==> config.mk <==
export PLATFORM = sky130hd
export DESIGN_NAME = oec_ctrl
export DESIGN_NICKNAME = d
export VERILOG_FILES = /design/src/shared/oec_pkg.sv /design/src/rtl/oec_ctrl.sv
export SDC_FILE = /design/constraint.sdc
export NUM_CORES = 1
export LEC_CHECK = 0
export BUFFER_PORTS_ARGS = -buffer_cell sky130_fd_sc_hd__buf_4
export CAP_MARGIN = 20
export CORE_MARGIN = 2
export CORE_UTILIZATION = 32
export CTS_CLUSTER_SIZE = 14
export DETAILED_ROUTE_END_ITERATION = 8
export PLACE_DENSITY = 0.58
export SYNTH_ARGS = -nofsm -noshare
export SYNTH_HDL_FRONTEND = slang
export SYNTH_SLANG_ARGS = --single-unit
==> constraint.sdc <==
create_clock -name ref_clk -period 2.85 [get_ports ref_clk]
set_input_delay 0.7125 -clock ref_clk [delete_from_list [all_inputs] [get_ports ref_clk]]
set_output_delay 0.7125 -clock ref_clk [all_outputs]
set_load 0.01 [all_outputs]
==> src/shared/oec_pkg.sv <==
// oec_pkg: constants, enumerations and carrier structs for the output-enable control block
// assumes a 10 MHz ref_clk and a plain strobe register port
package oec_pkg;

  // ****************************************
  // register offsets (byte addresses, word index = offset / 4)
  // ****************************************
  localparam logic [5:0] OEC_CMD_OFS = 6'h00;
  localparam logic [5:0] OEC_CFG_OFS = 6'h04;
  localparam logic [5:0] OEC_VSET_OFS = 6'h08;
  localparam logic [5:0] OEC_ISET_OFS = 6'h0c;
  localparam logic [5:0] OEC_STAT_OFS = 6'h10;
  localparam logic [5:0] OEC_VOUT_OFS = 6'h14;
  localparam logic [5:0] OEC_IOUT_OFS = 6'h18;
  localparam logic [5:0] OEC_PROT_OFS = 6'h1c;
  localparam logic [5:0] OEC_LIM_OFS = 6'h20;
  localparam logic [5:0] OEC_ERR_OFS = 6'h24;

  // ****************************************
  // command codes written to the command register
  // ****************************************
  localparam logic [3:0] OEC_CMD_OUT_OFF = 4'h1;
  localparam logic [3:0] OEC_CMD_OUT_ON = 4'h2;
  localparam logic [3:0] OEC_CMD_SAVE = 4'h3;

  // ****************************************
  // values and timing
  // ****************************************
  localparam logic [15:0] OEC_LOW_PROT = 16'h0010;
  localparam logic [15:0] OEC_RATED_CURRENT_CEILING = 16'h7fff;
  localparam logic [15:0] OEC_DEF_LIMIT = 16'h7fff;
  // -222 as a 16-bit two's complement code
  localparam logic [15:0] OEC_ERR_RANGE = 16'hff22;
  localparam int OEC_PULSE_US = 100;
  localparam int OEC_CLK_MHZ = 10;
  localparam int OEC_PULSE_CYC = OEC_PULSE_US * OEC_CLK_MHZ;

  typedef enum logic [2:0] {
    OEC_PIN_HIGH_DIS = 3'b000,
    OEC_PIN_HIGH_EN = 3'b001,
    OEC_PIN_LOW_EN = 3'b010,
    OEC_PIN_LOW_DIS = 3'b011,
    OEC_PIN_LATCH = 3'b100,
    OEC_PIN_OFF = 3'b101
  } oec_pin_cfg_t;

  typedef enum logic [1:0] {
    OEC_LOAD_ACTIVE = 2'b00,
    OEC_LOAD_RESISTIVE = 2'b01,
    OEC_LOAD_BATTERY = 2'b10
  } oec_load_t;

  typedef enum logic [1:0] {
    OEC_ST_LOAD = 2'b00,
    OEC_ST_RUN = 2'b01,
    OEC_ST_STORE = 2'b10
  } oec_state_t;

  // setting groups held in nonvolatile storage
  typedef struct packed {
    logic [2:0] pin_cfg;
    logic [4:0] bus_addr;
    logic [7:0] sys_set;
  } oec_intf_grp_t;

  typedef struct packed {
    logic [7:0] link;
    logic [7:0] baud;
    logic pace;
    logic echo;
  } oec_ser_grp_t;

  typedef struct packed {
    logic [15:0] vlim;
    logic [15:0] ilim;
    logic [15:0] vprot_max;
    logic [15:0] iprot_max;
  } oec_lim_grp_t;

  typedef struct packed {
    logic out_on;
    logic cur_mode;
  } oec_out_grp_t;

  // group select bits in the save command / nv valid flags
  localparam int OEC_GRP_INT = 0;
  localparam int OEC_GRP_SER = 1;
  localparam int OEC_GRP_LIM = 2;
  localparam int OEC_GRP_OUT = 3;
  localparam int OEC_NGRP = 4;

endpackage : oec_pkg

==> src/rtl/oec_ctrl.sv <==
// oec_ctrl: output enable, off-state programming, set-point checks and power-up save control
// assumes synchronous inputs on ref_clk and a nonvolatile store that answers in one cycle
//
// Behaviour
// - save command stores selected interface or serial group for power-up.
// - saving limits stores voltage, current limits and protection maxima.
// - saving output group stores on/off state and operating mode.
// - output command true enables, false disables the output.
// - default power-up has output and analog control enabled.
// - voltage source off: save values, zero voltage, low current protection.
// - current source off: save values, zero current, low voltage protection.
// - output on restores voltage and current saved at turn-off.
// - while off, set-point reads report saved values.
// - output state reads 0 when disabled, 1 when enabled.
// - pin configuration defaults high-disables, saved with interface group.
// - high-enables: pin 1 enables, pin 0 disables.
// - low-enables: pin 0 enables, pin 1 disables.
// - level-enables settings ignore output on and off commands.
// - high-disables: pin 1 forces off; pin 0 allows command enable.
// - low-disables: pin 0 forces off; pin 1 allows command enable.
// - latched mode: pin 0 for 100 us turns off; only command re-enables.
// - disabled pin setting ignores the remote pin.
// - pin configuration reads back the selected setting.
// - load type selects off behaviour and reads back.
// - current above rated ceiling rejected, error -222 posted.
// - voltage mode current set also sets both current protections.
//
// Design decisions made here: the register offsets and the address-and-strobe port.
`timescale 1ns/1ns
`default_nettype none
module oec_ctrl
  import oec_pkg::*;
#(
  parameter int PULSE_CYC = OEC_PULSE_CYC,
  parameter logic DEF_OUT_ON = 1'b1,
  parameter logic DEF_ANALOG_EN = 1'b1
) (
  // clock and reset
  input wire logic ref_clk,
  input wire logic rst_n,
  // register port
  input wire logic [5:0] reg_addr,
  input wire logic [31:0] reg_wdata,
  input wire logic reg_wr,
  input wire logic reg_rd,
  output logic [31:0] reg_rdata,
  // remote on/off pin, 1 = high or open
  input wire logic remote_pin,
  // nonvolatile store
  input wire logic [OEC_NGRP-1:0] nv_valid,
  input wire oec_intf_grp_t nv_intf,
  input wire oec_ser_grp_t nv_ser,
  input wire oec_lim_grp_t nv_lim,
  input wire oec_out_grp_t nv_out,
  output logic [OEC_NGRP-1:0] nv_wr,
  output oec_intf_grp_t nv_intf_w,
  output oec_ser_grp_t nv_ser_w,
  output oec_lim_grp_t nv_lim_w,
  output oec_out_grp_t nv_out_w,
  // output stage
  output logic out_en,
  output logic analog_en,
  output logic [15:0] vprog,
  output logic [15:0] iprog,
  output logic [15:0] iprot_pos,
  output logic [15:0] iprot_neg,
  output logic [15:0] vprot,
  output logic ready
);

  // ****************************************
  // state
  // ****************************************
  oec_state_t st_q;
  logic out_on_q, cur_mode_q, analog_q;
  oec_pin_cfg_t pin_cfg_q;
  oec_load_t load_q;
  logic [4:0] bus_addr_q;
  logic [7:0] sys_set_q;
  oec_ser_grp_t ser_q;
  oec_lim_grp_t lim_q;
  logic [15:0] vset_q, iset_q, vsave_q, isave_q;
  logic [15:0] vprog_q, iprog_q, iprot_p_q, iprot_n_q, vprot_q;
  logic [15:0] err_q;
  logic [15:0] low_cnt_q;
  logic [OEC_NGRP-1:0] nv_wr_q;
  logic [31:0] rdata_q;

  wire logic run = (st_q == OEC_ST_RUN);
  wire logic wr_cmd = run && reg_wr && (reg_addr == OEC_CMD_OFS);
  wire logic [3:0] cmd = reg_wdata[3:0];
  wire logic level_en_mode = (pin_cfg_q == OEC_PIN_HIGH_EN) || (pin_cfg_q == OEC_PIN_LOW_EN);
  wire logic cmd_on = wr_cmd && (cmd == OEC_CMD_OUT_ON) && !level_en_mode;
  wire logic cmd_off = wr_cmd && (cmd == OEC_CMD_OUT_OFF) && !level_en_mode;
  wire logic latch_trip = (pin_cfg_q == OEC_PIN_LATCH) && (low_cnt_q == 16'(PULSE_CYC - 1)) && !remote_pin;

  // ****************************************
  // remote pin gating
  // ****************************************
  logic pin_force_off, pin_level_on;
  always_comb begin
    pin_force_off = 1'b0;
    pin_level_on = 1'b0;
    unique case (pin_cfg_q)
      OEC_PIN_HIGH_DIS: pin_force_off = remote_pin;
      OEC_PIN_HIGH_EN: pin_level_on = remote_pin;
      OEC_PIN_LOW_EN: pin_level_on = !remote_pin;
      OEC_PIN_LOW_DIS: pin_force_off = !remote_pin;
      default: ;
    endcase
  end

  always_ff @(posedge ref_clk or negedge rst_n) begin
    if (!rst_n) begin
      low_cnt_q <= 16'h0000;
    end else if (pin_cfg_q != OEC_PIN_LATCH || remote_pin) begin
      low_cnt_q <= 16'h0000;
    end else if (low_cnt_q != 16'(PULSE_CYC - 1)) begin
      low_cnt_q <= low_cnt_q + 16'h0001;
    end
  end

  // ****************************************
  // sequencer: load saved groups, then run
  // ****************************************
  // load before acting
  always_ff @(posedge ref_clk or negedge rst_n) begin
    if (!rst_n) begin
      st_q <= OEC_ST_LOAD;
    end else begin
      unique case (st_q)
        OEC_ST_LOAD: st_q <= OEC_ST_RUN;
        OEC_ST_RUN: st_q <= OEC_ST_RUN;
        default: st_q <= OEC_ST_RUN;
      endcase
    end
  end

  // ****************************************
  // configuration groups
  // ****************************************
  always_ff @(posedge ref_clk or negedge rst_n) begin
    if (!rst_n) begin
      pin_cfg_q <= OEC_PIN_HIGH_DIS;
      bus_addr_q <= 5'h00;
      sys_set_q <= 8'h00;
      ser_q <= '0;
      lim_q <= {OEC_DEF_LIMIT, OEC_DEF_LIMIT, OEC_DEF_LIMIT, OEC_DEF_LIMIT};
      load_q <= OEC_LOAD_RESISTIVE;
      analog_q <= 1'b0;
    end else if (st_q == OEC_ST_LOAD) begin
      analog_q <= DEF_ANALOG_EN;
      if (nv_valid[OEC_GRP_INT]) begin
        pin_cfg_q <= oec_pin_cfg_t'(nv_intf.pin_cfg);
        bus_addr_q <= nv_intf.bus_addr;
        sys_set_q <= nv_intf.sys_set;
      end
      if (nv_valid[OEC_GRP_SER]) begin
        ser_q <= nv_ser;
      end
      if (nv_valid[OEC_GRP_LIM]) begin
        lim_q <= nv_lim;
      end
    end else if (reg_wr && reg_addr == OEC_CFG_OFS) begin
      if (reg_wdata[2:0] <= 3'b101) begin
        pin_cfg_q <= oec_pin_cfg_t'(reg_wdata[2:0]);
      end
      if (reg_wdata[5:4] != 2'b11) begin
        load_q <= oec_load_t'(reg_wdata[5:4]);
      end
      bus_addr_q <= reg_wdata[12:8];
      analog_q <= reg_wdata[7];
    end else if (reg_wr && reg_addr == OEC_LIM_OFS) begin
      lim_q.ilim <= reg_wdata[15:0];
      lim_q.vlim <= reg_wdata[31:16];
    end
  end

  // ****************************************
  // output state and mode
  // ****************************************
  always_ff @(posedge ref_clk or negedge rst_n) begin
    if (!rst_n) begin
      out_on_q <= 1'b0;
      cur_mode_q <= 1'b0;
    end else if (st_q == OEC_ST_LOAD) begin
      out_on_q <= nv_valid[OEC_GRP_OUT] ? nv_out.out_on : DEF_OUT_ON;
      cur_mode_q <= nv_valid[OEC_GRP_OUT] ? nv_out.cur_mode : 1'b0;
    end else begin
      if (reg_wr && reg_addr == OEC_CFG_OFS) begin
        cur_mode_q <= reg_wdata[3];
      end
      if (latch_trip) begin
        out_on_q <= 1'b0;
      end else if (cmd_on) begin
        out_on_q <= 1'b1;
      end else if (cmd_off) begin
        out_on_q <= 1'b0;
      end
    end
  end

  // ****************************************
  // set-points, saved values and protections
  // ****************************************
  wire logic wr_iset = run && reg_wr && (reg_addr == OEC_ISET_OFS);
  wire logic i_bad = reg_wdata[15:0] > OEC_RATED_CURRENT_CEILING;
  // a trip saves too, so a later on command never restores stale values
  wire logic going_off = (cmd_off || latch_trip) && out_on_q;
  // active loads are only disabled; zeroing the set-points could fight the load
  wire logic zero_off = cmd_off && out_on_q && (load_q != OEC_LOAD_ACTIVE);

  always_ff @(posedge ref_clk or negedge rst_n) begin
    if (!rst_n) begin
      vset_q <= 16'h0000;
      iset_q <= 16'h0000;
      vsave_q <= 16'h0000;
      isave_q <= 16'h0000;
      vprog_q <= 16'h0000;
      iprog_q <= 16'h0000;
      iprot_p_q <= OEC_DEF_LIMIT;
      iprot_n_q <= OEC_DEF_LIMIT;
      vprot_q <= OEC_DEF_LIMIT;
    end else if (going_off) begin
      vsave_q <= vset_q;
      isave_q <= iset_q;
      if (zero_off && !cur_mode_q) begin
        vprog_q <= 16'h0000;
        iprot_p_q <= OEC_LOW_PROT;
        iprot_n_q <= OEC_LOW_PROT;
      end else if (zero_off) begin
        iprog_q <= 16'h0000;
        vprot_q <= OEC_LOW_PROT;
      end
    end else if (cmd_on && !out_on_q) begin
      vprog_q <= vsave_q;
      iprog_q <= isave_q;
      vset_q <= vsave_q;
      iset_q <= isave_q;
      iprot_p_q <= cur_mode_q ? lim_q.iprot_max : isave_q;
      iprot_n_q <= cur_mode_q ? lim_q.iprot_max : isave_q;
      vprot_q <= lim_q.vprot_max;
    end else if (run && reg_wr && reg_addr == OEC_VSET_OFS) begin
      vset_q <= reg_wdata[15:0];
      if (out_on_q) begin
        vprog_q <= reg_wdata[15:0];
      end else begin
        vsave_q <= reg_wdata[15:0];
      end
    end else if (wr_iset && !i_bad) begin
      iset_q <= reg_wdata[15:0];
      if (out_on_q) begin
        iprog_q <= reg_wdata[15:0];
      end else begin
        isave_q <= reg_wdata[15:0];
      end
      if (!cur_mode_q) begin
        iprot_p_q <= reg_wdata[15:0];
        iprot_n_q <= reg_wdata[15:0];
      end
    end
  end

  always_ff @(posedge ref_clk or negedge rst_n) begin
    if (!rst_n) begin
      err_q <= 16'h0000;
    end else if (wr_iset && i_bad) begin
      err_q <= OEC_ERR_RANGE;
    end else if (run && reg_rd && reg_addr == OEC_ERR_OFS) begin
      err_q <= 16'h0000;
    end
  end

  // ****************************************
  // save for power-up
  // ****************************************
  always_ff @(posedge ref_clk or negedge rst_n) begin
    if (!rst_n) begin
      nv_wr_q <= '0;
    end else if (wr_cmd && cmd == OEC_CMD_SAVE) begin
      nv_wr_q <= reg_wdata[8 +: OEC_NGRP];
    end else begin
      nv_wr_q <= '0;
    end
  end

  assign nv_intf_w = '{pin_cfg: pin_cfg_q, bus_addr: bus_addr_q, sys_set: sys_set_q};
  assign nv_ser_w = ser_q;
  assign nv_lim_w = lim_q;
  assign nv_out_w = '{out_on: out_on_q, cur_mode: cur_mode_q};
  assign nv_wr = nv_wr_q;

  // ****************************************
  // read port
  // ****************************************
  always_ff @(posedge ref_clk or negedge rst_n) begin
    if (!rst_n) begin
      rdata_q <= 32'h0000_0000;
    end else if (reg_rd) begin
      unique case (reg_addr)
        OEC_CFG_OFS: rdata_q <= {19'h0_0000, bus_addr_q, analog_q, 1'b0, load_q, cur_mode_q, pin_cfg_q};
        OEC_VSET_OFS: rdata_q <= {16'h0000, out_on_q ? vset_q : vsave_q};
        OEC_ISET_OFS: rdata_q <= {16'h0000, out_on_q ? iset_q : isave_q};
        OEC_STAT_OFS: rdata_q <= {29'h0000_0000, run, remote_pin, out_en};
        OEC_VOUT_OFS: rdata_q <= {16'h0000, vprog_q};
        OEC_IOUT_OFS: rdata_q <= {16'h0000, iprog_q};
        OEC_PROT_OFS: rdata_q <= {iprot_n_q, iprot_p_q};
        OEC_LIM_OFS: rdata_q <= {lim_q.vlim, lim_q.ilim};
        OEC_ERR_OFS: rdata_q <= {16'h0000, err_q};
        default: rdata_q <= 32'h0000_0000;
      endcase
    end else begin
      rdata_q <= 32'h0000_0000;
    end
  end
  assign reg_rdata = rdata_q;

  // level-enables modes hand the output wholly to the pin
  assign out_en = run && (level_en_mode ? pin_level_on : (out_on_q && !pin_force_off));
  assign analog_en = analog_q;
  assign vprog = vprog_q;
  assign iprog = iprog_q;
  assign iprot_pos = iprot_p_q;
  assign iprot_neg = iprot_n_q;
  assign vprot = vprot_q;
  assign ready = run;

endmodule : oec_ctrl
`default_nettype wire

# --- Word level (Yosys, flattened, before mapping) ---
# Index checks and enable logic that the tools add are counted.
word_totals:
  ff_bits: 300
  rom_bits: 0
  inputBits: 147
  memories: 0
  elab_cells: 199
  mem_bits_rw: 0
  latch_bits: 0
  output_inout_bits: 219
op_classes:
  mul: 0
  n_eq_ne: 32
  muxes: 68
  n_div: 0
  addsub: 1
  n_lt_le_gt_ge: 2
  bitwise_logic: 2
  n_shift: 0
  reduce_logical: 66
op_table:
  columns: ["cell", "count"]
  rows:
  - ["$mux W16", 41]
  - ["$pmux W32 S9", 1]
  - ["$mux W32", 4]
  - ["$mux W64", 1]
  - ["$eq A6 B5 Y1 const B", 4]
  - ["$logic_and A1 B1 Y1", 24]
  - ["$reduce_bool A2 Y1", 11]
  - ["$reduce_and A3 Y1", 7]
  - ["$add A16 B1 Y16 const B", 1]
  - ["$eq A16 B10 Y1 const B", 1]
  - ["$gt A16 B15 Y1 const B", 1]
  - ["$ne A16 B10 Y1 const B", 1]
  - ["$ne A2 B2 Y1 const B", 8]
  - ["$mux W5", 3]
  - ["$eq A6 B4 Y1 const B", 2]
  - ["$eq A6 B6 Y1 const B", 2]
  - ["$mux W3", 4]
  - ["$mux W1", 11]
  - ["$reduce_and A2 Y1", 5]
  - ["$reduce_bool A3 Y1", 3]
  - ["$eq A4 B2 Y1 const B", 2]
  - ["$reduce_and A4 Y1", 2]
  - ["$eq A3 B2 Y1 const B", 2]
  - ["$eq A6 B3 Y1 const B", 1]
  - ["17 further kinds", 29]

# --- Logic depth before layout (Yosys ltp) ---
# Gate-level depths: netlist (run 1).
depth:
  depth_word: 9
  mapped_depth: 9
  mapped_depth_nobuf: 6

# --- Worst setup path before layout (run 1) ---
# OpenSTA, ideal clock, no wires.
synth_timing:
  path_kind: "input to register"
  start: "input port reg_addr[1]"
  end: "register iprog_q[10] (netlist: iprog[10])"
  slack_ns: 0.263
  path_stages: 7
  arrival_ns: 2.491
  required_time_ns: 2.754
  cell_sequence: "or4_1 nor4_4 nand3_1 and3_1 clkbuf_1 buf_2 o31ai_1"
synth_between:
  elab_chain_len: 9
  word_cells_on_any_way: 25
  classes_between: "eq/ne (5); mux (2); reduce/logical (18)"
synth_lines:
  columns: ["element", "line_no", "text"]
  rows:
  - ["start, declared", "oec_ctrl.sv:42", "input wire logic [5:0] reg_addr,"]
  - ["$logic_not A6 Y1", "oec_ctrl.sv:90", "wire logic wr_cmd = run && reg_wr && (reg_addr == OEC_CMD_OFS);"]
  - ["$logic_and A1 B1 Y1", "oec_ctrl.sv:90", null]
  - ["$logic_and A1 B1 Y1 (2 in series)", "oec_ctrl.sv:94", "wire logic cmd_off = wr_cmd && (cmd == OEC_CMD_OUT_OFF) && !level_en_mode;"]
  - ["$logic_and A1 B1 Y1 (2 in series)", "oec_ctrl.sv:211", "wire logic zero_off = cmd_off && out_on_q && (load_q != OEC_LOAD_ACTIVE);"]
  - ["$logic_and A1 B1 Y1", "oec_ctrl.sv:227", "if (zero_off && !cur_mode_q) begin"]
  - ["$ne A2 B2 Y1 (no line)", null, null]
  - ["$reduce_and A5 Y1 (no line)", null, null]
  - ["end signal, assigned", "oec_ctrl.sv:237", "iprog_q <= isave_q;"]
  - ["end signal, assigned", "oec_ctrl.sv:253", "iprog_q <= reg_wdata[15:0];"]
  - ["end, declared", "oec_ctrl.sv:83", "logic [15:0] vprog_q, iprog_q, iprot_p_q, iprot_n_q, vprot_q;"]
# Parallel ways exist; a longest one is shown, timed or not.
# A chain may end at the register's enable or synchronous reset.

# --- Worst setup path in the final report (run 1) ---
layout_timing:
  start: "register st_q[0]"
  end: "output port out_en"
layout_between:
  elab_chain_len: 1
layout_lines:
  columns: ["element", "line_no", "text"]
  rows:
  - ["start, declared", "oec_ctrl.sv:74", "oec_state_t st_q;"]
  - ["start signal, assigned", "oec_ctrl.sv:129", "st_q <= OEC_ST_LOAD;"]
  - ["start signal, assigned", "oec_ctrl.sv:132", "OEC_ST_LOAD: st_q <= OEC_ST_RUN;"]
  - ["start signal, assigned", "oec_ctrl.sv:133", "OEC_ST_RUN: st_q <= OEC_ST_RUN;"]
  - ["$logic_and A1 B1 Y1", "oec_ctrl.sv:319", "assign out_en = run && (level_en_mode ? pin_level_on : (out_on_q && !pin_force_off));"]
  - ["end, declared", "oec_ctrl.sv:61", "output logic out_en,"]
# No other way between the ends.

==> reports/qor.yml, run 1 <==
status:
  status: "finished clean"
synth:
  yosys_register_bits: 285
  synth_top_area_cell: "dfrtp_1"
  synth_top_area_share_pct: 35.0
  netlist_top_cells_area: "dfrtp_1, dfstp_2, mux2i_1"
  synth_cell_type_count: 68
  synth_flop_cell: "dfrtp_1"
  yosysWarnings: 0
  synth_fp_nets: 1400
  synth_area_per_cell_um2: 11.1
  synth_seq_area_share_pct: 52.2
  async_reset_ff_share_pct: 100
  synthCells: 1252
  synthesis.area_mm2: 0.0139
  synth-edff-count: 0
detailed_routing:
  dr.pass1.iters: 6
  dr_wl_met2_um: 23600
  vias_per_cell: 5.32
  drtIter0Drc: 911
  routed_wl_um: 51000
  drc_errors: 0
  highest_layer: "met4"
  post_drt_wl_per_cell_um: 22.9
  dr_wl_met3_um: 4090
  ant_nets: 0
  routedLengthMet1_um: 22000
  vias: 11800
floorplanning:
  dieHeight_um: 212
  start_util_pct: 32.3
  die-area_mm2: 0.0451
  fp.dieW_um: 212
  rows: 76
  core_mm2: 0.0430
  ioPinCount: 366
critical_path:
  required_ns: 2.14
  start_kind: "register"
  cp_max_fo: 43
  endpoint_kind: "primary output"
  worst-setup-path-type: "register to primary output"
  critPathArrivalTime_ns: 2.02
finish:
  fin_cells: 2225
  nets: 1761
  final_layout_size_suffix_gt1_share_pct: 41.1
  ff_latch_area_mm2: 0.00725
  final_common_cell: "buf_4"
  final_core_util_pct: 43.8
  syn2layout_area_growth_pct: 35.6
  multiInputGateArea_mm2: 0.00599
  n_fill_cell: 4110
  layout_common_cells: "buf_4, dfrtp_1, mux2i_1"
global_routing:
  grt_pass1_wl_um: 76900
  grt_overflow: 0
  grt_use_total_pct: 22.6
  grt_pass1_vias: 12100
  antenna_found_initial: 0
  grt_max_degree: 70
pwr:
  total_power_mw: 10.6
  cellLeakagePower_nw: 8.60
  ir_drop_mv: 0.447
  pwr_density_cell_mw_per_mm2: 565
sta:
  slew_viol_final: 0
  hold_viol_final: 0
  worstMarginPinSlew_ns: 0.882
  rsz0062_at_grt: "false"
  finalCriticalPeriod_ns: 2.73
  fmax_mhz: 367
  setup_tns_ns: 0
  fin_crit_sh_pct: 95.7
  setup_viol: 0
  whs_ns: 0.0927
  skew_ns: 0.0233
  relSlewSlack_pct: 41.0
clocking:
  cts-root-buf: "clkbuf_16"
  ctsHoldBuffers: 0
  cts_buffers: 34
  cts_tree: "yes"
  clk_pin_slew_ns: 0.07
  clk_latency_ns: 0.54
  cts.sink_count: 285
  cts_resized: 2
  post-cts-setup-buffers: 0
  cts_max_path_buffers: 3
  h-tree-depth: 2
placed_design:
  dp_hpwl_um: 36500
  portBuffers: 365
  gp_congestion: 0.886
  dp_cells: 2162
job:
  maxCapViolations: 0
worst_hold_path:
  hold_class: "primary input to async pin"
## metrics by stage
stage	area (um2)	worst slack, ns
final	18800	0.122
after global routing	18800	0.0304
after CTS	18800	0.0602
after detailed placement	17700	-0.143
after global placement	17700	-0.0606
after floorplan	13900	0.263
## layer usage
metal | GRT usage [%] | vias to the layer above
met5 | 0 | -
met4 | 7.31 | 0
met3 | 5.48 | 83
met2 | 35.9 | 487
met1 | 30.4 | 5973
li1 | - | 5305
## critical path, stage by stage, from the launching register on
cell and delay, ns:
dfrtp_2 0.36, buf_4 0.22, buf_8 0.36, o21ai_0 0.20
nor2_1 0.19, buf_4 0.15
## synthesized netlist by cell type, types with 4 or more instances
cell type and count:
a211oi_1 9, a21oi_1 62, a221oi_1 17, a22o_1 17
a22oi_1 51, a311o_1 10, a31oi_1 18, and2_1 5
and3_1 12, buf_1 9, buf_2 9, buf_4 21
clkbuf_1 80, dfrtp_1 194, dfstp_2 91, inv_1 39
mux2_2 66, mux2_4 9, mux2i_1 155, nand2_1 71
nand3_1 7, nand4_1 17, nor2_1 76, nor2b_1 5
nor3_1 29, nor4_1 5, nor4b_1 4, o211ai_1 6
o21ai_0 50, o2bb2ai_1 24, o31ai_1 12, or3_1 6
xnor2_1 9, xor2_1 5
## power by group
part	internal, mW	switching, mW
logic	0.774	0.778
registers	4.43	0.287
clock network	2.62	1.76
total	7.82	2.82
## logic make-up (layout without fill, tap and decap cells)
logic type               after synthesis  after routing  share of synthesized area (%)
AO/OA/AOI/OAI                        301            301                           15.0
flip-flops                           285            285                           52.2
other                                  1              2                         0.0270
AND/OR/NAND/NOR                      259            259                           9.30
multiplexers                         230            230                           17.5
XOR/XNOR                              14             14                          0.883
adder cells (fa/ha/maj)                1              1                         0.0901
buffers and inverters                161            548                           5.05
## path summary, 6_finish.rpt
check / startpoint / end / slack (ns) / cells past startpoint
worst max-delay path: st_q[0] / out_en / 0.12 / 5
worst max register to register: st_q[0] / iprog[5] / 0.30 / 6
min in group ref_clk: nv_lim[0] / nv_lim_w[0] / 0.41 / 2
worst min-delay path: rst_n / vset_q[0] / 0.09 / 1
max in group asynchronous: rst_n / nv_lim_w[7] / 1.91 / 3
worst min register to register: vprot[4] / vprot[4] / 0.47 / 2
## flip-flops by register name, indices dropped and copies added, names as in the netlist
signal,cells
reg_rdata,32
vsave_q,16
nv_lim_w,64
nv_ser_w,18
iprog,16
nv_wr,4
analog_en,1
isave_q,16
iprot_neg,16
st_q,1
sys_set_q,8
bus_addr_q,5
vprot,16
pin_cfg_q,3
vprog,16
out_on_q,1
cur_mode_q,1
iset_q,16
low_cnt_q,16
vset_q,16
load_q,2
err_q,1
## cell type report
type	instances	share of cell area (%)
diodes	1	0.0133
clock buffers	54	5.36
clock inverters	8	0.492
inverters	41	0.817
multi-input cells	806	31.8
flip-flops and latches	285	38.5
well taps	585	3.89
repair buffers	445	19.1
No activity file was read; power rests on OpenSTA's default activity.
==> inputs of run 2 (changes only) <==
- BUFFER_PORTS_ARGS: -buffer_cell sky130_fd_sc_hd__buf_4 -> default
- DONT_BUFFER_PORTS: default -> 1
- PLACE_DENSITY: 0.58 -> 0.51
==> run 2 against run 1 <==
  * The flow now finishes with violations (hold timing)
  * Total power is 1.9% higher
  * Register-to-register slack hardly changed
  * Non-clock buffer count is 391 lower
  * Clock skew is 0.0029 ns lower
  * Via count is 13% lower
==> reports/qor.yml, run 2 (synthesized netlist as in run 1, its figures left out) <==
finish:
  final_common_cell: "dfrtp_1"
  syn2layout_area_growth_pct: 15.6
  n_fill_cell: 4263  # +3.7%
  final_core_util_pct: 37.3  # -6.5 points
  layout_common_cells: "dfrtp_1, mux2i_1, dfstp_2"
  final_layout_size_suffix_gt1_share_pct: 24.1  # -17 points
  antenna_cells: 0  # -1
  largest_reg_flops: 64  # unchanged
  nets: 1373  # -22%
critical_path:
  cp_slowest_cell: "a21oi_1"
  critPathArrivalTime_ns: 1.97  # -0.05 ns
  start_kind: "register"
  reg2reg_depth: 6  # unchanged
  cp_max_fo: 4  # -91%
  endpoint_kind: "primary output"
  worst_path_largest_cell_delay_ns: 0.47  # +0.11 ns
  worst-setup-path-type: "register to primary output"
  crit_chain: "buf_4 -> xor2_1 -> a21oi_1 -> nor2_1"
  required_ns: 2.14  # about the same
worst_hold_path:
  hold_class: "primary input to async pin"
pwr:
  pwr_density_cell_mw_per_mm2: 675  # +20%
  ir_drop_mv: 0.390  # -13%
  cellLeakagePower_nw: 6.74  # -22%
job:
  maxCapViolations: 0  # unchanged
sta:
  fin_crit_sh_pct: 94.1  # -1.6 points
  slew_viol_final: 0  # unchanged
  setup_viol: 0  # unchanged
  finalCriticalPeriod_ns: 2.68  # -0.0459 ns
  whs_ns: -0.132  # -0.225 ns
  skew_ns: 0.0205  # -0.00285 ns
  rsz0062_at_grt: "false"
  hold_viol_final: 180  # +180
  worstMarginPinSlew_ns: 0.775  # -0.107 ns
  setup_tns_ns: 0  # unchanged
  fmax_mhz: 373  # +1.7%
  relSlewSlack_pct: 48.3  # +7.3 points
global_routing:
  grt_pass1_wl_um: 71300  # -7.3%
  grt_pass1_vias: 10600  # -13%
  grt_max_degree: 286  # +310%
  grt_use_total_pct: 21.4  # -1.2 points
  antenna_found_initial: 0  # unchanged
  grt_overflow: 0  # unchanged
detailed_routing:
  drtIter0Drc: 750  # -18%
  vias_per_cell: 5.59  # +5.0%
  ant_nets: 0  # unchanged
  post_drt_wl_per_cell_um: 26.3  # +15%
  dr.pass1.iters: 5  # -1
  drc_errors: 0  # unchanged
  routed_wl_um: 48400  # -5.2%
  vias: 10300  # -13%
placed_design:
  portBuffers: 0  # -100%
  dp_hpwl_um: 34200  # -6.2%
  gp_congestion: 0.893  # +0.72%
clocking:
  cts_resized: 0  # -2
  cts_tree: "yes"
  post-cts-setup-buffers: 0  # unchanged
  cts-root-buf: "clkbuf_16"
  cts.sink_count: 285  # unchanged
  cts_buffers: 37  # +8.8%
  clk_latency_ns: 0.55  # about the same
  clk_pin_slew_ns: 0.06  # about the same
  cts_max_path_buffers: 3  # unchanged
  h-tree-depth: 2  # unchanged
floorplanning:
  core_mm2: 0.0430  # unchanged
  ioPinCount: 366  # unchanged
  die-area_mm2: 0.0451  # unchanged
  start_util_pct: 32.3  # unchanged
  fp.dieW_um: 212  # unchanged
  dieHeight_um: 212  # unchanged
  rows: 76  # unchanged
status:
  violations: "hold timing"
  status: "complete, but fails checks"
run 2: changes by cell type in the layout (fill, tap and decap cells not counted), moves of 2 or more:
cell        before  now
buf_12          20   12
buf_4          423   42
bufinv_16        2    7
clkbuf_1        15    2
buf_8            2    0
inv_6            0    3
clkbuf_8         2    7
clkinvlp_4       1    3
clkbuf_16       37   39
run 2: through the flow:
stage          area, um2  setup WS, ns  instances  total power [mW]  hold slack [ns]
2_1_floorplan      13900         0.263       1252              5.39            0.417
3_3_place_gp       14700        0.0553       1771              5.67            0.423
3_5_place_dp       14700      -0.00973       1771              5.69            0.423
4_1_cts            16000         0.148       1839              11.0           -0.177
5_1_grt            16000        0.0893       1839              11.3           -0.163
6_report           16000         0.168       1839              10.8           -0.132
run 2: final timing paths:
path                                    from             to  slack (ns)
max in group asynchronous              rst_n  reg_rdata[28]        2.45
worst max register to register  low_cnt_q[0]      vprog[10]        0.30
min in group ref_clk              nv_lim[13]   nv_lim_w[13]        0.31
worst min-delay path                   rst_n   nv_ser_w[10]       -0.13
worst min register to register     err_q[14]      err_q[14]        0.49
worst max-delay path            pin_cfg_q[0]         out_en        0.17
run 2: layout make-up:
type / instances / area, um2 / share of cell area [%]
clock inverters: 20 / 293 / 1.82
inverters: 41 / 154 / 0.959
clock buffers: 48 / 1080 / 6.73
well taps: 585 / 732 / 4.56
flip-flops and latches: 285 / 7250 / 45.2
repair buffers: 54 / 556 / 3.46
multi-input cells: 806 / 5990 / 37.3
run 2: where the power goes:
part           internal, mW  switching [mW]
Sequential             4.43           0.450
Clock                  3.32            1.91
Combinational         0.344           0.388
run 2: worst max-delay path: cells and delay by family (launching register included):
kind | cells | cell delay [ns]
XOR/XNOR | 1 | 0.17
buffers and inverters | 1 | 0.18
flip-flops | 1 | 0.42
AND/OR/NAND/NOR | 1 | 0.19
AO/OA/AOI/OAI | 1 | 0.47
run 2: metal layers:
layer  track usage, %  up-vias  part of all wire [%]
met5                0        -                     0
met4             8.73        0                   3.5
met3             6.56       84                   8.7
met2             33.1      479                    45
met1             27.8     5193                    43
li1                 -     4522                     -
==> inputs of run 3 (changes only) <==
- BUFFER_PORTS_ARGS: default -> -buffer_cell sky130_fd_sc_hd__buf_4
- DONT_BUFFER_PORTS: 1 -> default
- MAX_ROUTING_LAYER: default -> met4
- PLACE_DENSITY: 0.51 -> 0.58
==> run 3 against run 2 <==
  * Clock skew fell by 0.0019 ns
  * Highest routed layer unchanged
  * Via count rose by 16%
  * Clock-buffer cell count rose by 7
  * The run now ends clean
==> reports/qor.yml, run 3 (synthesized netlist as in run 1, its figures left out) <==
detailed_routing:
  post_drt_wl_per_cell_um: 23.0  # -13%
  vias_per_cell: 5.34  # -4.4%
  dr.pass1.iters: 5  # unchanged
  vias: 11900  # +16%
  drtIter0Drc: 846  # +13%
  routed_wl_um: 51500  # +6.3%
  ant_nets: 0  # unchanged
  drc_errors: 0  # unchanged
finish:
  layout_common_cells: "buf_4, dfrtp_1, mux2i_1"
  final_layout_size_suffix_gt1_share_pct: 41.7  # +18 points
  syn2layout_area_growth_pct: 36.6
  finalInstanceArea_mm2: 0.0190  # +18%
  largest_reg_flops: 64  # unchanged
  n_fill_cell: 4149  # -2.7%
  ff_latch_area_mm2: 0.00725  # unchanged
  nets: 1769  # +29%
  fin_cells: 2234  # +21%
  multiInputGateArea_mm2: 0.00599  # unchanged
  final_common_cell: "buf_4"
  antenna_cells: 0  # unchanged
floorplanning:
  dieHeight_um: 212  # unchanged
  core_mm2: 0.0430  # unchanged
  start_util_pct: 32.3  # unchanged
  die-area_mm2: 0.0451  # unchanged
  ioPinCount: 366  # unchanged
  rows: 76  # unchanged
  fp.dieW_um: 212  # unchanged
sta:
  worstMarginPinSlew_ns: 0.846  # +0.0712 ns
  fmax_mhz: 369  # -0.98%
  setup_viol: 0  # unchanged
  fin_crit_sh_pct: 95.0  # +0.93 points
  hold_viol_final: 0  # -100%
  rsz0062_at_grt: "false"
  setup_ws_ns: 0.141  # -0.0266 ns
  relSlewSlack_pct: 43.5  # -4.9 points
  skew_ns: 0.0186  # -0.00186 ns
  finalCriticalPeriod_ns: 2.71  # +0.0266 ns
  slew_viol_final: 0  # unchanged
global_routing:
  grt_use_total_pct: 23.3  # +1.9 points
  antenna_found_initial: 0  # unchanged
  grt_max_degree: 74  # -74%
  grt_pass1_vias: 12000  # +14%
  grt_pass1_wl_um: 76500  # +7.3%
  grt_overflow: 0  # unchanged
critical_path:
  crit_path_end: "out_en"
  cp_slowest_cell: "dfrtp_1"
  reg2reg_slack_ns: 0.25  # -0.05 ns
  cp_max_fo: 7  # +3
  worst-setup-path-type: "register to primary output"
  worst_path_largest_cell_delay_ns: 0.51  # +0.04 ns
  critPathLaunch: "pin_cfg_q[0]"
  endpoint_kind: "primary output"
  critPathArrivalTime_ns: 2.00  # +0.03 ns
  r2r_end: "iprog[14]"
  reg2reg_from: "st_q[0]"
  required_ns: 2.14  # about the same
  crit_chain: "xor2_1 -> a21oi_1 -> nor2_1 -> buf_4"
  reg2reg_depth: 6  # unchanged
  start_kind: "register"
clocking:
  post-cts-setup-buffers: 0  # unchanged
  cts_buffers: 36  # -2.7%
  ctsHoldBuffers: 0
  cts.sink_count: 285  # unchanged
  cts_resized: 0  # unchanged
  cts_tree: "yes"
  cts_max_path_buffers: 3  # unchanged
  clk_latency_ns: 0.56  # about the same
  clk_pin_slew_ns: 0.06  # about the same
  h-tree-depth: 2  # unchanged
  cts-root-buf: "clkbuf_16"
pwr:
  cellLeakagePower_nw: 8.69  # +29%
  ir_drop_mv: 0.409  # +5.1%
  pwr_density_cell_mw_per_mm2: 582  # -14%
placed_design:
  gp_congestion: 0.908  # +1.6%
  dp_slack_ns: -0.164  # -0.154 ns
  portBuffers: 365  # +365
  dp_cells: 2168  # +22%
  dpl_cell_area_mm2: 0.0178  # +21%
  dp_hpwl_um: 36700  # +7.3%
worst_hold_path:
  hold_class: "primary input to async pin"
job:
  maxCapViolations: 0  # unchanged
status:
  status: "finished clean"
==> run 3: cell types whose count changed in the layout (fill, tap and decap cells not counted), moves of 2 or more <==
cell,delta
buf_4,+389
clkinvlp_4,-2
bufinv_16,-3
clkinv_2,-2
clkbuf_16,-2
buf_12,+7
clkbuf_1,+10
==> run 3: final cells by class <==
class,count,share of cell area [%]
well taps,585,3.86
clock inverters,11,0.871
multi-input cells,806,31.6
clock buffers,55,5.55
repair buffers,451,19.1
flip-flops and latches,285,38.2
inverters,41,0.811
==> run 3: metrics by stage <==
| stage | TNS [ns] | total power, mW | hold slack (ns) | util, % |
|---|---|---|---|---|
| 2_1_floorplan | 0 | 5.39 | 0.417 | - |
| 3_3_place_gp | -0.526 | 6.33 | 0.456 | 41.3 |
| 3_5_place_dp | -1.76 | 6.36 | 0.452 | 41.3 |
| 4_1_cts | 0 | 11.2 | 0.0775 | 44.1 |
| 5_1_grt | 0 | 11.5 | 0.0882 | 44.1 |
| 6_report | 0 | 11.0 | 0.0758 | 44.1 |
==> run 3: worst min-delay path by stage <==
stage / cells after the start / slack [ns] / end / start
after floorplan: 0 / 0.42 / analog_en / rst_n
after global placement: 2 / 0.46 / vprot[4] / vprot[4]
after detailed placement: 2 / 0.45 / vprot[4] / vprot[4]
after CTS: 1 / 0.08 / nv_ser_w[11] / rst_n
after global routing: 1 / 0.09 / reg_rdata[5] / rst_n
final: 1 / 0.08 / nv_ser_w[11] / rst_n
==> run 3: where the power goes <==
part	leakage, nW	internal (mW)	total (mW)	switching (mW)
Sequential	3.39	4.43	4.71	0.287
Combinational	4.70	0.779	1.57	0.786
Clock	0.595	2.92	4.76	1.85
Total	8.69	8.13	11.0	2.92
==> run 3: worst max-delay path, delay by kind of cell (launching register included) <==
kind	cells	cell delay (ns)
AO/OA/AOI/OAI	1	0.42
XOR/XNOR	1	0.23
buffers and inverters	1	0.17
flip-flops	1	0.51
AND/OR/NAND/NOR	1	0.12
==> run 3: routing by layer <==
| layer | up-vias | global-route usage (%) | routed length [um] |
|---|---|---|---|
| met5 | - | - | 0 |
| met1 | 6024 | 30.0 | 22200 |
| li1 | 5320 | - | - |
| met2 | 505 | 36.0 | 23800 |
| met4 | 0 | 8.71 | 1660 |
| met3 | 90 | 5.13 | 3840 |
